===== config.mk =====
export PLATFORM = sky130hd
export DESIGN_NAME = pll_serial_fastlock_ctrl_flat
export DESIGN_NICKNAME = d
export VERILOG_FILES = /design/src/hdl/pll_link_pkg.sv /design/src/hdl/pll_link_if.sv /design/src/hdl/pll_serial_fastlock_ctrl.sv /design/src/flat_wrapper.sv
export SDC_FILE = /design/constraint.sdc
export NUM_CORES = 1
export LEC_CHECK = 0
export ABC_CLOCK_PERIOD_IN_PS = 7800
export BUFFER_PORTS_ARGS = -buffer_cell sky130_fd_sc_hd__buf_2
export CORE_AREA = 4 4 136 138
export DETAILED_ROUTE_END_ITERATION = 7
export DIE_AREA = 0 0 140 142
export PLACE_DENSITY_LB_ADDON = 0.1
export SLEW_MARGIN = 20
export SYNTH_ARGS = -nofsm -noshare
export SYNTH_HDL_FRONTEND = slang
export SYNTH_SLANG_ARGS = --single-unit
export TNS_END_PERCENT = 5

===== constraint.sdc =====
create_clock -name CLOCK_I -period 7.8 [get_ports CLOCK_I]
set_input_delay 0.39 -clock CLOCK_I [delete_from_list [all_inputs] [get_ports CLOCK_I]]
set_output_delay 0.39 -clock CLOCK_I [all_outputs]
set_load 0.01 [all_outputs]

===== src/hdl/pll_link_pkg.sv =====
// Shared constants for the serial synthesizer control link and its host
`default_nettype none
package pll_link_pkg;
    // ========================================================
    // Serial word and register select
    localparam int          WORD_W       = 24;
    localparam int          SEL_W        = 3;
    localparam int          NUM_REGS     = 8;
    localparam logic [2:0]  REG_CHANNEL  = 3'h0;
    localparam logic [2:0]  REG_MODULUS  = 3'h1;
    localparam logic [2:0]  REG_PHASE    = 3'h2;
    localparam logic [2:0]  REG_TIMER    = 3'h4;
    localparam logic [2:0]  REG_MONITOR  = 3'h6;
    // ========================================================
    // Field layouts
    localparam int          INT_LSB      = 15;
    localparam int          INT_W        = 8;
    localparam int          NUM_LSB      = 3;
    localparam int          NUM_W        = 12;
    localparam int          MODCFG_LSB   = 3;
    localparam int          MODCFG_W     = 21;
    localparam int          PHASE_LSB    = 3;
    localparam int          PHASE_W      = 12;
    localparam int          TO_LSB       = 5;
    localparam int          TO_W         = 9;
    localparam int          TSEL_LSB     = 3;
    localparam int          TSEL_W       = 2;
    localparam int          MON_LSB      = 3;
    localparam int          MON_W        = 4;
    localparam int          THRESH_BIT   = 15;
    localparam logic [1:0]  TSEL_PUMP    = 2'h0;
    localparam logic [1:0]  TSEL_SW_AB   = 2'h1;
    localparam logic [1:0]  TSEL_SW_C    = 2'h2;
    localparam logic [8:0]  TO_RESET     = 9'h010;
    // ========================================================
    // Fast lock and lock detect
    localparam int          CELLS_W      = 7;
    localparam logic [6:0]  CELLS_ALL    = 7'h40;
    localparam logic [6:0]  CELLS_ONE    = 7'h01;
    localparam int          TDIV_W       = 2;
    localparam logic [1:0]  TDIV_LAST    = 2'h3;
    localparam int          TCNT_W       = 10;
    localparam int          LOCK_W       = 6;
    localparam logic [5:0]  LOCK_CYCLES  = 6'h28;
    localparam int          ERR_W        = 8;
    localparam logic [7:0]  ERR_FINE_NS  = 8'h03;
    localparam logic [7:0]  ERR_WIDE_NS  = 8'h0A;
    localparam logic [7:0]  ERR_LOSS_NS  = 8'h1E;
    localparam logic [3:0]  MON_LOW      = 4'h0;
    localparam logic [3:0]  MON_HIGH     = 4'h1;
    localparam logic [3:0]  MON_LOCK     = 4'h2;
    localparam logic [3:0]  MON_FAST     = 4'h3;
    localparam logic [3:0]  MON_PFD      = 4'h4;
    localparam logic [3:0]  MON_TICK     = 4'h5;
    // ========================================================
    // Host timing and register map
    localparam int          CLK_PERIOD_NS  = 8;
    localparam int          LINK_PERIOD_NS = 160;
    localparam int          HALF_W         = 8;
    localparam logic [7:0]  HALF_CYCLES    =
        8'(LINK_PERIOD_NS / (2 * CLK_PERIOD_NS));
    localparam logic [4:0]  BIT_LAST       = 5'h17;
    localparam logic [31:0] OFS_DATA       = 32'h0000_0000;
    localparam logic [31:0] OFS_STATUS     = 32'h0000_0004;
    localparam logic [1:0]  RESP_OKAY      = 2'h0;
    localparam logic [1:0]  RESP_SLVERR    = 2'h2;
endpackage : pll_link_pkg
`default_nettype wire


===== src/hdl/pll_link_if.sv =====
// Three-wire programming link between host and synthesizer control core
`default_nettype none
interface pll_link_if;
    logic serial_clk;
    logic serial_data;
    logic latch_strobe;

    modport host (
        output serial_clk,
        output serial_data,
        output latch_strobe
    );
    modport device (
        input  serial_clk,
        input  serial_data,
        input  latch_strobe
    );
endinterface : pll_link_if
`default_nettype wire


===== src/hdl/pll_serial_fastlock_ctrl.sv =====
// Synthesizer control core: serial register load, fast lock, lock detect
// ============================================================
`default_nettype none
module pll_serial_fastlock_ctrl (
    // Clock and reset
    input  wire logic                CLOCK_I,
    input  wire logic                RST_I,
    // Programming link
    pll_link_if.device               link,
    // Phase detector side
    input  wire logic                PFD_REF_I,
    input  wire logic [7:0]          PHASE_ERR_NS_I,
    // Divider settings in force
    output logic      [7:0]          INT_VALUE_O,
    output logic      [11:0]         NUMERATOR_O,
    output logic      [20:0]         MODULUS_CFG_O,
    output logic      [11:0]         PHASE_SEED_O,
    // Fast lock controls
    output logic      [6:0]          PUMP_CELLS_O,
    output logic                     FILTER_SWITCH_A_O,
    output logic                     FILTER_SWITCH_B_O,
    output logic                     FILTER_SWITCH_C_O,
    // Status
    output logic                     LOCK_O,
    output logic                     MONITOR_O
);
    typedef enum logic [3:0] {
        FL_IDLE = 4'b0001,
        FL_WIDE = 4'b0010,
        FL_STEP = 4'b0100,
        FL_DONE = 4'b1000
    } fl_state_t;

    // ========================================================
    // Synchronisers for the link wires, the reference and the phase error; RST_I is used directly as an async reset
    logic [2:0] sclk_q, sdat_q, latch_q, pfd_q;
    logic [7:0] err_s1_q, err_s2_q;

    always_ff @(posedge CLOCK_I or posedge RST_I) begin
        if (RST_I) begin
            sclk_q   <= 3'h0;
            sdat_q   <= 3'h0;
            latch_q  <= 3'h0;
            pfd_q    <= 3'h0;
            err_s1_q <= 8'h00;
            err_s2_q <= 8'h00;
        end else begin
            sclk_q   <= {sclk_q[1:0], link.serial_clk};
            sdat_q   <= {sdat_q[1:0], link.serial_data};
            latch_q  <= {latch_q[1:0], link.latch_strobe};
            pfd_q    <= {pfd_q[1:0], PFD_REF_I};
            err_s1_q <= PHASE_ERR_NS_I;
            err_s2_q <= err_s1_q;
        end
    end

    // Bit 0 of each chain is the raw first stage and is never read here
    logic sclk_rise, latch_rise, pfd_rise, pfd_fall;
    assign sclk_rise  = sclk_q[1] & ~sclk_q[2];
    assign latch_rise = latch_q[1] & ~latch_q[2];
    assign pfd_rise   = pfd_q[1] & ~pfd_q[2];
    assign pfd_fall   = ~pfd_q[1] & pfd_q[2];

    // ========================================================
    // Serial shift register and register load
    logic [23:0] shift_q;

    always_ff @(posedge CLOCK_I or posedge RST_I) begin
        if (RST_I) begin
            shift_q <= 24'h000000;
        end else if (sclk_rise) begin
            shift_q <= {shift_q[22:0], sdat_q[1]};
        end
    end

    function automatic logic sel_is(input logic [23:0] w,
                                    input logic [2:0]  idx);
        sel_is = (w[pll_link_pkg::SEL_W-1:0] == idx);
    endfunction : sel_is

    logic load_chan, load_mod, load_phase, load_timer, load_mon;
    assign load_chan  = latch_rise &
        sel_is(shift_q, pll_link_pkg::REG_CHANNEL);
    assign load_mod   = latch_rise &
        sel_is(shift_q, pll_link_pkg::REG_MODULUS);
    assign load_phase = latch_rise &
        sel_is(shift_q, pll_link_pkg::REG_PHASE);
    assign load_timer = latch_rise &
        sel_is(shift_q, pll_link_pkg::REG_TIMER);
    assign load_mon   = latch_rise &
        sel_is(shift_q, pll_link_pkg::REG_MONITOR);

    // Words for registers three, five and seven have no load strobe and are dropped
    logic [23:0] chan_word_q, mod_shadow_q, phase_shadow_q, monitor_word_q;
    logic [8:0]  to_pump_q, to_sw_ab_q, to_sw_c_q;

    always_ff @(posedge CLOCK_I or posedge RST_I) begin
        if (RST_I) begin
            chan_word_q    <= 24'h000000;
            mod_shadow_q   <= 24'h000000;
            phase_shadow_q <= 24'h000000;
            monitor_word_q <= 24'h000000;
        end else begin
            if (load_chan)  chan_word_q    <= shift_q;
            if (load_mod)   mod_shadow_q   <= shift_q;
            if (load_phase) phase_shadow_q <= shift_q;
            if (load_mon)   monitor_word_q <= shift_q;
        end
    end

    logic [1:0] tsel;
    logic [8:0] to_val;
    assign tsel   = shift_q[pll_link_pkg::TSEL_LSB +: pll_link_pkg::TSEL_W];
    assign to_val = shift_q[pll_link_pkg::TO_LSB +: pll_link_pkg::TO_W];

    always_ff @(posedge CLOCK_I or posedge RST_I) begin
        if (RST_I) begin
            to_pump_q  <= pll_link_pkg::TO_RESET;
            to_sw_ab_q <= pll_link_pkg::TO_RESET;
            to_sw_c_q  <= pll_link_pkg::TO_RESET;
        end else if (load_timer) begin
            if (tsel == pll_link_pkg::TSEL_PUMP) begin
                to_pump_q <= to_val;
            end else if (tsel == pll_link_pkg::TSEL_SW_AB) begin
                to_sw_ab_q <= to_val;
            end else if (tsel == pll_link_pkg::TSEL_SW_C) begin
                to_sw_c_q <= to_val;
            end
        end
    end

    // ========================================================
    // Apply a channel write on the next detector cycle
    logic pend_q, apply;
    assign apply = pend_q & pfd_rise;

    always_ff @(posedge CLOCK_I or posedge RST_I) begin
        if (RST_I) begin
            pend_q <= 1'b0;
        end else if (load_chan) begin
            pend_q <= 1'b1;
        end else if (apply) begin
            pend_q <= 1'b0;
        end
    end

    always_ff @(posedge CLOCK_I or posedge RST_I) begin
        if (RST_I) begin
            INT_VALUE_O   <= 8'h00;
            NUMERATOR_O   <= 12'h000;
            MODULUS_CFG_O <= 21'h000000;
            PHASE_SEED_O  <= 12'h000;
        end else if (apply) begin
            INT_VALUE_O   <= chan_word_q[pll_link_pkg::INT_LSB +:
                                         pll_link_pkg::INT_W];
            NUMERATOR_O   <= chan_word_q[pll_link_pkg::NUM_LSB +:
                                         pll_link_pkg::NUM_W];
            MODULUS_CFG_O <= mod_shadow_q[pll_link_pkg::MODCFG_LSB +:
                                          pll_link_pkg::MODCFG_W];
            PHASE_SEED_O  <= phase_shadow_q[pll_link_pkg::PHASE_LSB +:
                                            pll_link_pkg::PHASE_W];
        end
    end

    // ========================================================
    // Timer clock: falling reference edges divided by four
    logic [1:0] tdiv_q;
    logic       tick;
    assign tick = pfd_fall & (tdiv_q == pll_link_pkg::TDIV_LAST);

    always_ff @(posedge CLOCK_I or posedge RST_I) begin
        if (RST_I) begin
            tdiv_q <= 2'h0;
        end else if (pfd_fall) begin
            tdiv_q <= tdiv_q + 2'h1;
        end
    end

    // ========================================================
    // Fast lock sequencer
    fl_state_t   fl_q;
    logic [9:0]  tcnt_q;
    logic        fast;
    assign fast = (fl_q == FL_WIDE) | (fl_q == FL_STEP);

    always_ff @(posedge CLOCK_I or posedge RST_I) begin
        if (RST_I) begin
            tcnt_q <= 10'h000;
        end else if (apply) begin
            tcnt_q <= 10'h000;
        end else if (tick && tcnt_q != 10'h3FF) begin
            tcnt_q <= tcnt_q + 10'h001;
        end
    end

    always_ff @(posedge CLOCK_I or posedge RST_I) begin
        if (RST_I) begin
            fl_q         <= FL_IDLE;
            PUMP_CELLS_O <= pll_link_pkg::CELLS_ONE;
        end else if (apply) begin
            fl_q         <= FL_WIDE;
            PUMP_CELLS_O <= pll_link_pkg::CELLS_ALL;
        end else if (tick) begin
            case (fl_q)
                FL_WIDE: begin
                    if (tcnt_q >= {1'b0, to_pump_q}) begin
                        fl_q <= FL_STEP;
                    end
                end
                FL_STEP: begin
                    PUMP_CELLS_O <= PUMP_CELLS_O >> 1;
                    if (PUMP_CELLS_O == (pll_link_pkg::CELLS_ONE << 1)) begin
                        fl_q <= FL_DONE;
                    end
                end
                default: begin
                    fl_q <= fl_q;
                end
            endcase
        end
    end

    // Late switch timeouts keep the filter wide until the steps finish
    always_ff @(posedge CLOCK_I or posedge RST_I) begin
        if (RST_I) begin
            FILTER_SWITCH_A_O <= 1'b0;
            FILTER_SWITCH_B_O <= 1'b0;
            FILTER_SWITCH_C_O <= 1'b0;
        end else if (apply) begin
            FILTER_SWITCH_A_O <= 1'b1;
            FILTER_SWITCH_B_O <= 1'b1;
            FILTER_SWITCH_C_O <= 1'b1;
        end else if (tick) begin
            if (tcnt_q >= {1'b0, to_sw_ab_q}) begin
                FILTER_SWITCH_A_O <= 1'b0;
                FILTER_SWITCH_B_O <= 1'b0;
            end
            if (tcnt_q >= {1'b0, to_sw_c_q}) begin
                FILTER_SWITCH_C_O <= 1'b0;
            end
        end
    end

    // ========================================================
    // Digital lock detect, one decision per detector cycle
    logic [5:0] good_q;
    logic [7:0] thresh;
    assign thresh = monitor_word_q[pll_link_pkg::THRESH_BIT] ?
                    pll_link_pkg::ERR_WIDE_NS :
                    pll_link_pkg::ERR_FINE_NS;

    always_ff @(posedge CLOCK_I or posedge RST_I) begin
        if (RST_I) begin
            good_q <= 6'h00;
            LOCK_O <= 1'b0;
        end else if (apply) begin
            good_q <= 6'h00;
            LOCK_O <= 1'b0;
        end else if (pfd_rise) begin
            if (err_s2_q > pll_link_pkg::ERR_LOSS_NS) begin
                good_q <= 6'h00;
                LOCK_O <= 1'b0;
            end else if (err_s2_q < thresh) begin
                if (good_q != pll_link_pkg::LOCK_CYCLES) begin
                    good_q <= good_q + 6'h01;
                end
                if (good_q == pll_link_pkg::LOCK_CYCLES - 6'h01) begin
                    LOCK_O <= 1'b1;
                end
            end else begin
                good_q <= 6'h00;
            end
        end
    end

    // ========================================================
    // Monitor output select
    logic [3:0] mon_sel;
    assign mon_sel = monitor_word_q[pll_link_pkg::MON_LSB +:
                                    pll_link_pkg::MON_W];

    always_ff @(posedge CLOCK_I or posedge RST_I) begin
        if (RST_I) begin
            MONITOR_O <= 1'b0;
        end else if (mon_sel == pll_link_pkg::MON_HIGH) begin
            MONITOR_O <= 1'b1;
        end else if (mon_sel == pll_link_pkg::MON_LOCK) begin
            MONITOR_O <= LOCK_O;
        end else if (mon_sel == pll_link_pkg::MON_FAST) begin
            MONITOR_O <= fast;
        end else if (mon_sel == pll_link_pkg::MON_PFD) begin
            MONITOR_O <= pfd_q[2];
        end else if (mon_sel == pll_link_pkg::MON_TICK) begin
            MONITOR_O <= tick;
        end else begin
            MONITOR_O <= 1'b0;
        end
    end
endmodule : pll_serial_fastlock_ctrl
`default_nettype wire


===== src/flat_wrapper.sv =====
// flat-port wrapper written by rule: the top's interface ports become plain ports
module pll_serial_fastlock_ctrl_flat 
  (CLOCK_I, RST_I, PFD_REF_I, PHASE_ERR_NS_I, INT_VALUE_O, NUMERATOR_O, MODULUS_CFG_O, PHASE_SEED_O, PUMP_CELLS_O, FILTER_SWITCH_A_O, FILTER_SWITCH_B_O, FILTER_SWITCH_C_O, LOCK_O, MONITOR_O, link_serial_clk, link_serial_data, link_latch_strobe);
  pll_link_if link_i ();
  input  wire logic CLOCK_I;
  input  wire logic RST_I;
  input  wire logic PFD_REF_I;
  input  wire logic [7:0] PHASE_ERR_NS_I;
  output logic      [7:0] INT_VALUE_O;
  output logic      [11:0] NUMERATOR_O;
  output logic      [20:0] MODULUS_CFG_O;
  output logic      [11:0] PHASE_SEED_O;
  output logic      [6:0] PUMP_CELLS_O;
  output logic FILTER_SWITCH_A_O;
  output logic FILTER_SWITCH_B_O;
  output logic FILTER_SWITCH_C_O;
  output logic LOCK_O;
  output logic MONITOR_O;
  input wire logic [$bits(link_i.serial_clk)-1:0] link_serial_clk;
  input wire logic [$bits(link_i.serial_data)-1:0] link_serial_data;
  input wire logic [$bits(link_i.latch_strobe)-1:0] link_latch_strobe;
  assign link_i.serial_clk = link_serial_clk;
  assign link_i.serial_data = link_serial_data;
  assign link_i.latch_strobe = link_latch_strobe;
  pll_serial_fastlock_ctrl u_core (.CLOCK_I(CLOCK_I), .RST_I(RST_I), .link(link_i), .PFD_REF_I(PFD_REF_I), .PHASE_ERR_NS_I(PHASE_ERR_NS_I), .INT_VALUE_O(INT_VALUE_O), .NUMERATOR_O(NUMERATOR_O), .MODULUS_CFG_O(MODULUS_CFG_O), .PHASE_SEED_O(PHASE_SEED_O), .PUMP_CELLS_O(PUMP_CELLS_O), .FILTER_SWITCH_A_O(FILTER_SWITCH_A_O), .FILTER_SWITCH_B_O(FILTER_SWITCH_B_O), .FILTER_SWITCH_C_O(FILTER_SWITCH_C_O), .LOCK_O(LOCK_O), .MONITOR_O(MONITOR_O));
endmodule

Word level (Yosys, flattened, before mapping)
Cells that the tools add are included.

Input bits: 14. Logic and storage cells: 131. Register bits after elaboration: 243. Output and inout port bits: 65.

$lt $le $gt $ge: 5. Equal/unequal tests: 21. Add/subtract/negate cells: 3. Reductions and logical operators: 22. Multiplexer cells: 34. Bitwise operators: 18.

Operators with widths (count): greater-or-equal comparator 10 x 9 -> 1 bit (3); 2-to-1 mux 6 bit (5); 2-to-1 mux 7 bit (3); 2-to-1 mux 10 bit (2); 2-to-1 mux 4 bit (5); 2-to-1 mux 1 bit (18); nonzero test 2 bit (7); == test 4 x 2 -> 1 bit, second input constant (3); == test 4 x 3 -> 1 bit, second input constant (3); AND 1 bit (11); adder 10 x 1 -> 10 bit, second input constant (1); != test 10 bit, second input constant (1); AND reduction 2 bit (5); nonzero test 3 bit (3); > comparator 8 x 5 -> 1 bit, second input constant (1); less-than comparator 8 bit (1); one-hot mux 4 bit (2 select lines) (1); AND reduction 4 bit (2); == test 7 x 2 -> 1 bit, second input constant (1); adder 6 x 1 -> 6 bit, second input constant (1); == test 3 bit, second input constant (2); == test 6 bit, second input constant (1); != test 3 x 2 -> 1 bit, second input constant (2); != test 6 bit, second input constant (1); 13 further kinds (20).

Depth between registers and ports, before layout
Gate-level depths: netlist of the first run.

Depth in word-level cells: 8. Mapped depth: 7. Depth with buffers taken out: 7.

Worst setup path after synthesis of the first run
OpenSTA, ideal clock, no wires.

Path type: reg2reg. Start point: register u_core.pfd_q[1]. End point: register u_core.good_q[0]. Required time: 7.721 ns. Path buffers: 1. Stages on the path, launching flop included: 7. Library setup time: 0.079 ns. Path slack: 5.645 ns. Arrival time: 2.075 ns. Clock period less this slack: 2.155 ns. Cells stage by stage: dfrtp_1 -> and3b_1 -> or4_1 -> or4b_1 -> buf_2 -> or3_1 -> mux2i_1.

Longest elaborated chain between the ends: 4. Elaborated cells between the ends (all ways): 6. Those cells by class: eq/ne (1); mux (1); bitwise (2); reduce/logical (2).

RTL lines: start, declared (RTL line pll_serial_fastlock_ctrl.sv:36) `logic [2:0] sclk_q, sdat_q, latch_q, pfd_q;`; start signal, assigned (RTL line pll_serial_fastlock_ctrl.sv:51) `pfd_q <= {pfd_q[1:0], PFD_REF_I};`; AND 1 bit (*) (RTL line pll_serial_fastlock_ctrl.sv:61) `assign pfd_rise = pfd_q[1] & ~pfd_q[2];`; AND 1 bit (RTL line pll_serial_fastlock_ctrl.sv:135) `assign apply = pend_q & pfd_rise;`; != test 4 x 2 -> 1 bit (no line) or nonzero test 2 bit (tied branches); AND reduction 2 bit (no line); end signal, assigned (RTL line pll_serial_fastlock_ctrl.sv:265) `good_q <= good_q + 6'h01;`; end, declared (RTL line pll_serial_fastlock_ctrl.sv:246) `logic [5:0] good_q;`.

Every way passes the cells marked *; elsewhere a longest branch is shown, timed or not. A chain may end at the register's enable or synchronous reset.

Worst setup path in the final report of the first run
Start point: register u_core.pfd_q[2]. End point: register u_core.good_q[0].

Longest elaborated chain between the ends: 5. Elaborated cells between the ends (all ways): 7. Those cells by class: eq/ne (1); mux (1); bitwise (3); reduce/logical (2).

RTL lines (RTL line): NOT 1 bit (*) (pll_serial_fastlock_ctrl.sv:61); AND 1 bit (*) (pll_serial_fastlock_ctrl.sv:61); AND 1 bit (pll_serial_fastlock_ctrl.sv:135); != test 4 x 2 -> 1 bit (no line) or nonzero test 2 bit (tied branches); AND reduction 2 bit (no line).

Marks and branches as above.

==> results of run 1 <==
-- power by group --
part	internal (mW)	switching [mW]
clock network	0.671	0.456
logic	0.270	0.244
registers	1.38	0.205
-- critical path, delay by kind of cell (launching register included) --
| family | cells | cell delay [ns] |
|---|---|---|
| simple gates | 4 | 1.67 |
| flops | 1 | 0.42 |
| mux | 1 | 0.17 |
-- cell type report --
| type | count | area [sq um] | area share, % |
|---|---|---|---|
| inverter | 35 | 143.9 | 1.353 |
| multi-input combinational | 471 | 3276 | 30.79 |
| timing repair buffer | 94 | 540.5 | 5.081 |
| tap | 225 | 281.5 | 2.646 |
| clock buffer | 35 | 711.9 | 6.693 |
| clock inverter | 9 | 97.59 | 0.9174 |
| sequential | 223 | 5587 | 52.52 |
-- per-layer routing --
metal  GRT usage, %  wire (um)  up-vias  part of all wire (%)
met5              0          0        -                     0
met4          4.437        276        0                   1.5
met3          2.890        557       19                   3.1
met2          30.79       8701       75                    48
met1          26.64       8606     2912                    47
li1               -          -     2754                     -
-- path summary, 6_finish.rpt --
kind	from	end	slack (ns)	cells past startpoint
max reg2reg	u_core.pfd_q[2]	u_core.good_q[0]	5.46	5
max in group asynchronous	RST_I	u_core.shift_q[3]	6.49	3
min in group CLOCK_I	u_core.err_s1_q[6]	u_core.err_s2_q[6]	0.34	0
min reg2reg	u_core.err_s1_q[6]	u_core.err_s2_q[6]	0.34	0
max	u_core.pfd_q[2]	u_core.good_q[0]	5.46	5
min	RST_I	u_core.PUMP_CELLS_O[5]	0.04	2
-- registers in the layout, indices dropped and copies added, names as in the netlist, 9 cells and up --
register,flops
u_core.to_sw_ab_q,9
u_core.chan_word_q,20
u_core.mod_shadow_q,21
u_core.MODULUS_CFG_O,21
u_core.shift_q,24
u_core.PHASE_SEED_O,12
u_core.tcnt_q,10
u_core.phase_shadow_q,12
u_core.to_sw_c_q,9
u_core.NUMERATOR_O,12
u_core.to_pump_q,9
-- stage by stage --
stage          instance area (sq um)  hold WS [ns]
2_1_floorplan                   9084        0.3312
3_3_place_gp                    9682        0.3335
3_5_place_dp                    9682        0.3355
4_1_cts                        10610        0.2100
5_1_grt                        10640        0.1205
6_report                       10640       0.04453
-- logic make-up after synthesis --
logic type,synth area share [%]
and+or+nand+nor,12.33
buffers and inverters,2.782
xor gates and xnor gates,0.2893
adders and majority gates,4.408
muxes,14.19
DFF,61.50
AOI/OAI and AO/OA,4.504
-- cell usage after synthesis, types with 3 or more instances --
| library cell | n | area [sq um] |
|---|---|---|
| nor3_1 | 7 | 35.03 |
| a211oi_1 | 3 | 22.52 |
| nor3b_1 | 4 | 30.03 |
| inv_1 | 35 | 131.4 |
| clkbuf_1 | 26 | 97.59 |
| a21oi_1 | 12 | 60.06 |
| nand2_1 | 180 | 675.7 |
| mux2_2 | 110 | 1239 |
| a31oi_1 | 4 | 25.02 |
| a21o_1 | 7 | 52.55 |
| nor2b_1 | 6 | 37.54 |
| nor2_1 | 16 | 60.06 |
| nand3b_1 | 4 | 30.03 |
| buf_1 | 3 | 11.26 |
| dfstp_2 | 5 | 131.4 |
| nand3_1 | 18 | 90.09 |
| o21ai_0 | 20 | 100.1 |
| dfrtp_1 | 218 | 5455 |
| ha_1 | 32 | 400.4 |
| mux2i_1 | 5 | 50.05 |
| nand2b_1 | 6 | 37.54 |
==> impl_metrics.env, run 1 <==
export IMPL_drv_slew=0
export IMPL_grt_pass1_vias=6034
export IMPL_antenna_found_initial=0
export IMPL_hpwlAfterDp_um=11900
export IMPL_vias=5760
export IMPL_wl_per_cell_um=16.61
export IMPL_synth_cell_type_count=50
export IMPL_row_count=48
export IMPL_syn_nets=806
export IMPL_cts_root_buffer="clkbuf_16"
export IMPL_synthCells=760
export IMPL_cp_end_kind="flip-flop"
export IMPL_portBuffers=78
export IMPL_synthFlopType="dfrtp_1"
export IMPL_h_tree_depth=1
export IMPL_instances_no_fill=1092
export IMPL_gr_total_overflow=0
export IMPL_n_antenna_cell=0
export IMPL_clock_path_buffers=3
export IMPL_final_cell_mix="dfrtp_1, nand2_1, mux2_2"
export IMPL_nFillCells=1403
export IMPL_yosysWarnings=0
export IMPL_worst_pin_slew_ns=0.9399
export IMPL_p_per_area_nw_per_um2=303.0
export IMPL_arrival_ns=2.77
export IMPL_finalSetupViolations=0
export IMPL_post_place_ws_ns=5.362
export IMPL_area_growth_pct=17.11
export IMPL_clock_sinks=223
export IMPL_wirelength_um=18140
export IMPL_core_area_sq_um=17180
export IMPL_cts_buffers=24
export IMPL_grtUsageTotal_pct=18.70
export IMPL_antenna_left=0
export IMPL_finClkSkew_ns=0.01304
export IMPL_async_flop_share_pct=100.0
export IMPL_p_leak_nw=5.492
export IMPL_slew_limit_headroom_pct=37.19
export IMPL_clkTransAtPathRegs_ns=0.06
export IMPL_cp_cell_sequence="and3b_2 -> or4_1 -> or4b_1 -> or3_1 -> mux2i_1"
export IMPL_grt_pass1_wl_um=30760
export IMPL_maxCapViolCount=0
export IMPL_total_power_mw=3.223
export IMPL_drtPass1Iterations=4
export IMPL_mostFrequentLayoutCell="dfrtp_1"
export IMPL_fin_nets=895
export IMPL_critPathMaxFanout=7
export IMPL_finalWorstSetupSlack_ns=5.456
export IMPL_worstPathRequired_ns=8.23
export IMPL_status="completed"
export IMPL_cp_slowest_cell="or4b_1"
export IMPL_hp_class="in -> async"
export IMPL_cts_tree="yes"
export IMPL_dieArea_sq_um=19880
export IMPL_drtIter0Drc=262
export IMPL_max_stage_delay_ns=0.60
export IMPL_initial_utilization_pct=52.88
export IMPL_start_kind="flip-flop"
export IMPL_grt_max_degree=168
export IMPL_die_height_um=142
export IMPL_synth_enable_flop_cells=0
export IMPL_io_pins=79
export IMPL_fin_tns_setup_ns=0
export IMPL_clk_latency_ns=0.52
export IMPL_vdd_drop_max_v=0.0001727
export IMPL_max_clock_freq_mhz=426.7
export IMPL_dpl_cell_count=1036
export IMPL_synth_seq_area_share_pct=61.50
export IMPL_drc_errors=0
export IMPL_syn_cell_area_sq_um=9084
export IMPL_cts_hold_buffers=12
export IMPL_hold_viol_final=0
export IMPL_final_util_pct=61.93
export IMPL_post_cts_buffers=0
export IMPL_place_gp_congestion=0.7760
export IMPL_post_drt_via_cell_ratio=5.275
export IMPL_crit_type="reg -> reg"
export IMPL_avgSynthCellArea_sq_um=11.95
export IMPL_rsz0062_at_grt="false"
export IMPL_die_w_um=140
export IMPL_ctsResizeCount=0
export IMPL_period_share_pct=30.05
export IMPL_drive_gt1_share_pct=28.60
export IMPL_ys_seq_elements=223
export IMPL_min_period_ns=2.344
Power figures use the tool's default switching activity.
==> run 2: changes to the inputs <==
- ABC_AREA: not set -> 1
- ABC_CLOCK_PERIOD_IN_PS: 7800 -> 2400
- CORE_AREA: 4 4 136 138 -> 4 4 139 141
- DIE_AREA: 0 0 140 142 -> 0 0 143 145
- clock period: 7.8 -> 2.4 ns (I/O delays scaled with it)
==> impl_metrics.env, run 2 <==
export IMPL_finalSetupViolations=0
export IMPL_worst_pin_slew_ns=0.7436
export IMPL_worst_r2r_setup_slack_ns=0.67
export IMPL_max_clock_freq_mhz=578.3
export IMPL_status="completed"
export IMPL_worstHoldPathCells=2
export IMPL_timing_rr_start="u_core.shift_q[2]"
export IMPL_yosysWarnings=0
export IMPL_r2r_cells=3
export IMPL_whs_endpoint="u_core.err_s1_q[5]"
export IMPL_async_flop_share_pct=100.0
export IMPL_yosysTopAreaCell="dfrtp_1"
export IMPL_crit_type="reg -> reg"
export IMPL_cts_buffers=24
export IMPL_antenna_found_initial=0
export IMPL_drtIter0Drc=444
export IMPL_vias=6868
export IMPL_io_pins=79
export IMPL_holdWs_ns=0.2260
export IMPL_drive_gt1_share_pct=13.63
export IMPL_wirelength_um=20050
export IMPL_p_leak_nw=5.743
export IMPL_start_kind="flip-flop"
export IMPL_vdd_drop_max_v=0.0006481
export IMPL_instances_no_fill=1381
export IMPL_finalWorstSetupSlack_ns=0.6707
export IMPL_drc_errors=0
export IMPL_cts_tree="yes"
export IMPL_drv_slew=0
export IMPL_place_gp_congestion=0.8601
export IMPL_mostFrequentLayoutCell="nand2_1"
export IMPL_area_growth_pct=17.06
export IMPL_die_height_um=145
export IMPL_syn_nets=1087
export IMPL_clk_latency_ns=0.53
export IMPL_synth_enable_flop_cells=0
export IMPL_clkTransAtPathRegs_ns=0.06
export IMPL_portBuffers=78
export IMPL_total_power_mw=10.35
export IMPL_synth_cell_type_count=31
export IMPL_hp_class="in -> reg"
export IMPL_clock_sinks=223
export IMPL_ys_top_cells_by_count="nand2_1, dfrtp_1, inv_1, o21ai_0, nor2_1"
export IMPL_r2r_end="u_core.phase_shadow_q[10]"
export IMPL_largestRegisters="u_core.shift_q x24, u_core.MODULUS_CFG_O x21, u_core.mod_shadow_q x21"
export IMPL_drtPass1Iterations=5
export IMPL_cts_root_buffer="clkbuf_16"
export IMPL_dpl_cell_count=1324
export IMPL_synthFlopType="dfrtp_1"
export IMPL_grt_pass1_vias=6723
export IMPL_yosys_top_cells_area="dfrtp_1, nand2_1, o21ai_0, inv_1, ha_1"
export IMPL_largest_reg_flops=24
export IMPL_core_area_sq_um=17960
export IMPL_min_period_ns=1.729
export IMPL_grtUsageTotal_pct=19.88
export IMPL_worstPathRequired_ns=2.82
export IMPL_cp_end_kind="flip-flop"
export IMPL_maxCapViolCount=0
export IMPL_min_delay_start="PHASE_ERR_NS_I[5]"
export IMPL_rsz0062_at_grt="false"
export IMPL_hold_viol_final=0
export IMPL_hpwlAfterDp_um=13130
export IMPL_dpl_cell_area_sq_um=10010
export IMPL_gr_total_overflow=0
export IMPL_finClkSkew_ns=0.01764
export IMPL_ys_seq_elements=223
export IMPL_antenna_left=0
export IMPL_die_w_um=143
export IMPL_final_cell_mix="nand2_1, dfrtp_1, inv_1"
export IMPL_critPathMaxFanout=24
export IMPL_grt_max_degree=93
export IMPL_period_share_pct=72.06
export IMPL_dieArea_sq_um=20740
export IMPL_p_per_area_nw_per_um2=943.1
export IMPL_post_drt_via_cell_ratio=4.973
export IMPL_final_area_sq_um=10980
export IMPL_n_antenna_cell=0
export IMPL_syn_cell_area_sq_um=9379
export IMPL_slew_limit_headroom_pct=50.29
export IMPL_h_tree_depth=1
export IMPL_row_count=49
export IMPL_regMostFlops="u_core.shift_q"
export IMPL_synth_top_area_share_pct=58.16
export IMPL_grt_pass1_wl_um=34110
export IMPL_avgSynthCellArea_sq_um=9.010
export IMPL_wl_per_cell_um=14.52
export IMPL_fin_nets=1180
export IMPL_synth_most_common_cell="nand2_1"
export IMPL_nFillCells=1576
export IMPL_initial_utilization_pct=52.21
export IMPL_clock_path_buffers=3
export IMPL_post_place_ws_ns=0.6831
export IMPL_synth_seq_area_share_pct=59.57
export IMPL_arrival_ns=2.15
export IMPL_post_cts_buffers=0
export IMPL_synthCells=1041
==> run 2: cell types whose count changed in the layout (fill, tap and decap cells not counted), sizes merged, moves of 5 or more <==
cell | previous run | this run
buf | 82 | 88
nor2b | 6 | 0
mux2i | 5 | 0
mux2 | 110 | 1
nand2 | 180 | 383
inv | 34 | 109
nor2 | 16 | 51
o21ai | 20 | 118
nand4 | 2 | 9
nand3 | 18 | 42
nand2b | 6 | 0
a21o | 7 | 1
==> run 2: final cells by class <==
class	count	area, sq um	area share, %
Clock buffer	33	674.4	6.142
Clock inverter	11	160.2	1.459
Inverter	111	420.4	3.829
Multi-Input combinational cell	673	3218	29.31
Sequential cell	223	5587	50.88
Tap cell	229	286.5	2.610
Timing Repair Buffer	101	633.1	5.766
==> run 2: metrics by stage <==
step	setup TNS, ns	utilization [%]
after floorplan	-136.46	-
after global placement	0	55.75
after detailed placement	0	55.75
after CTS	0	61.12
after global routing	0	61.12
final	0	61.12
==> run 2: power breakdown <==
group	leakage [nW]	switching [mW]	internal [mW]
combinational	2.38	1.13	0.661
clock	0.404	1.52	2.31
sequential	2.96	0.386	4.36
total	5.74	3.03	7.33
==> run 2: worst max-delay path by stage <==
stage / startpoint / end / cells past startpoint
after floorplan: RST_I / u_core.FILTER_SWITCH_A_O / 1
after global placement: u_core.shift_q[2] / u_core.phase_shadow_q[6] / 3
after detailed placement: u_core.shift_q[2] / u_core.phase_shadow_q[4] / 3
after CTS: u_core.shift_q[2] / u_core.phase_shadow_q[10] / 3
after global routing: u_core.shift_q[2] / u_core.phase_shadow_q[13] / 3
final: u_core.shift_q[2] / u_core.phase_shadow_q[10] / 3
==> run 2: repair_timing <==
action                    4_1_cts  5_1_grt
hold endpoints to repair      230        0
hold buffers                   13        0
resized for setup               0        0
==> run 2: kinds of logic (layout without fill, tap and decap cells) <==
kind of cell,after synthesis,count (layout),share of synthesized area (%)
AO/OA/AOI/OAI,135,135,7.684
adder cells (fa/ha/maj),32,32,4.269
buffers and inverters,145,256,6.257
XOR/XNOR,8,8,0.7471
multiplexers,1,1,0.1201
AND/OR/NAND/NOR,497,497,21.36
flip-flops,223,223,59.57
==> run 2: critical path, stage by stage, from the launching register on <==
cell     delay, ns
dfrtp_1       0.41
nor3_2        0.22
nand3_1       0.56
o21ai_0       0.42
==> run 2: layer usage <==
layer / GRT usage (%) / share of wire (%) / up-vias
li1: - / - / 3459
met3: 3.225 / 4.1 / 35
met2: 30.94 / 46 / 146
met5: 0 / 0 / -
met1: 29.30 / 47 / 3228
met4: 5.086 / 2.7 / 0
==> run 3: changes to the inputs <==
- ABC_CLOCK_PERIOD_IN_PS: 2400 -> 1420
- clock period: 2.4 -> 1.42 ns (I/O delays scaled with it)
==> impl_metrics.env, run 3 (synthesized netlist as in run 2, its figures left out) <==
export IMPL_die_height_um=145
export IMPL_grt_max_degree=67
export IMPL_drive_gt1_share_pct=22.90
export IMPL_drtIter0Drc=465
export IMPL_regMostFlops="u_core.shift_q"
export IMPL_finClkSkew_ns=0.01268
export IMPL_timing_rr_start="u_core.tcnt_q[0]"
export IMPL_cp_slowest_cell="dfrtp_1"
export IMPL_arrival_ns=1.94
export IMPL_path_common_cell="nand2_1"
export IMPL_fin_tns_setup_ns=-0.6266
export IMPL_drv_slew=0
export IMPL_cp_end_kind="flip-flop"
export IMPL_vias=7065
export IMPL_p_per_area_nw_per_um2=1537
export IMPL_max_clock_freq_mhz=648.0
export IMPL_instances_no_fill=1430
export IMPL_cpLargestDelayFamily="simple AND/OR/NAND/NOR gates"
export IMPL_rsz0062_at_grt="true"
export IMPL_r2r_cells=10
export IMPL_cts_buffers=24
export IMPL_worstPathRequired_ns=1.82
export IMPL_grtUsageTotal_pct=20.27
export IMPL_wirelength_um=20380
export IMPL_maxCapViolCount=0
export IMPL_largest_reg_flops=24
export IMPL_r2r_end="u_core.FILTER_SWITCH_A_O"
export IMPL_h_tree_depth=1
export IMPL_worst_r2r_setup_slack_ns=-0.12
export IMPL_drc_errors=0
export IMPL_row_count=49
export IMPL_register_area_sq_um=5598
export IMPL_final_util_pct=65.32
export IMPL_cp_cell_sequence="inv_2 -> buf_4 -> ha_1 -> nand2_1 -> nor2_1 -> nand3_1 -> nand4_1 -> nand2_1 -> nand2_1 -> nand2_1"
export IMPL_clock_sinks=223
export IMPL_n_antenna_cell=0
export IMPL_final_cell_mix="nand2_1, dfrtp_1, inv_1"
export IMPL_core_area_sq_um=17960
export IMPL_grt_pass1_vias=7029
export IMPL_hp_class="in -> async"
export IMPL_antenna_found_initial=0
export IMPL_wl_per_cell_um=14.25
export IMPL_path_depth=10
export IMPL_clk_latency_ns=0.51
export IMPL_antenna_left=0
export IMPL_worst_pin_slew_ns=0.4199
export IMPL_place_gp_congestion=0.8554
export IMPL_dpl_cell_count=1368
export IMPL_portBuffers=78
export IMPL_io_pins=79
export IMPL_crit_buf_inv=2
export IMPL_area_growth_pct=25.11
export IMPL_start_kind="flip-flop"
export IMPL_multi_input_area_sq_um=3445
export IMPL_crit_type="reg -> reg"
export IMPL_status="finished with violations"
export IMPL_initial_utilization_pct=52.21
export IMPL_finalSetupViolations=11
export IMPL_min_period_ns=1.543
export IMPL_cts_tree="yes"
export IMPL_nFillCells=1498
export IMPL_clock_path_buffers=3
export IMPL_p_leak_nw=6.060
export IMPL_critPathMaxFanout=3
export IMPL_die_w_um=143
export IMPL_grt_pass1_wl_um=34850
export IMPL_post_drt_via_cell_ratio=4.941
export IMPL_dieArea_sq_um=20740
export IMPL_mostFrequentLayoutCell="nand2_1"
export IMPL_cts_root_buffer="clkbuf_16"
export IMPL_hpwlAfterDp_um=13500
export IMPL_vdd_drop_max_v=0.0009876
export IMPL_finalWorstSetupSlack_ns=-0.1232
export IMPL_largestRegisters="u_core.shift_q x24, u_core.MODULUS_CFG_O x21, u_core.mod_shadow_q x21"
export IMPL_gr_total_overflow=0
export IMPL_fin_nets=1230
export IMPL_clkTransAtPathRegs_ns=0.07
export IMPL_crit_start="u_core.tcnt_q[0]"
export IMPL_slew_limit_headroom_pct=71.98
export IMPL_hold_viol_final=0
export IMPL_period_share_pct=108.7
export IMPL_failed_checks="negative setup slack"
export IMPL_max_stage_delay_ns=0.41
export IMPL_drtPass1Iterations=4
-- run 3: cell types whose count changed in the layout (fill, tap and decap cells not counted), moves of 9 or more --
cell	previous run	this run
buf_12	3	12
nand2_1	382	356
buf_4	7	43
nand2_2	1	26
dfrtp_2	0	9
o21ai_1	22	40
o21ai_0	87	66
dfrtp_1	218	209
-- run 3: worst max path at each step --
stage | to | slack (ns)
final | u_core.FILTER_SWITCH_A_O | -0.12
after global routing | u_core.fl_q[1] | -0.19
after CTS | u_core.fl_q[3] | -0.10
after detailed placement | u_core.fl_q[3] | -0.19
after global placement | u_core.fl_q[1] | -0.13
after floorplan | u_core.FILTER_SWITCH_A_O | -1.56
-- run 3: stage by stage --
step                      total power, mW  worst slack, ns  hold WS, ns  area, sq um
after floorplan                     10.03           -1.557       0.1024         9383
after global placement              11.26          -0.1349      0.02747        10460
after detailed placement            11.34          -0.1873      0.03221        10460
after CTS                           18.06          -0.1037      0.03342        11490
after global routing                19.09          -0.1909      0.05295        11730
final                               18.04          -0.1232      0.05167        11730
-- run 3: worst reg2reg max path, delay by kind of cell (launching register included) --
family | cells | cell delay, ns
DFF | 1 | 0.41
adders and majority gates | 1 | 0.28
and+or+nand+nor | 7 | 0.49
buffers and inverters | 2 | 0.25
-- run 3: timing repair --
action | 4_1_cts | 5_1_grt
setup buffers | 0 | 6
pin swaps | 7 | 12
setup endpoints to repair | 45 | 147
hold buffers | 13 | 0
gates resized for setup | 25 | 74
endpoints found under the hold margin | 230 | 0
cloned | 0 | 0
-- run 3: layout make-up --
| cell class | instances | area share [%] |
|---|---|---|
| clock buffer | 30 | 5.662 |
| clock inverter | 13 | 1.493 |
| inverter | 111 | 3.625 |
| multi-input combinational | 673 | 29.36 |
| sequential | 223 | 47.71 |
| tap | 229 | 2.442 |
| timing repair buffer | 151 | 9.714 |
-- run 3: power by group --
group	total, mW	leakage, nW	internal (mW)	switching (mW)
logic	3.42	2.70	1.40	2.02
clock network	6.57	0.415	4.06	2.52
registers	8.05	2.95	7.37	0.673
-- run 3: layer usage --
layer / routed length, um / vias to the layer above / global-route usage [%] / share of wire [%]
met5: 0 / - / 0 / 0
met4: 320 / 0 / 5.323 / 1.6
met3: 808 / 27 / 3.126 / 4.0
met2: 9676 / 120 / 31.60 / 47
met1: 9574 / 3348 / 29.94 / 47
li1: - / 3570 / - / -
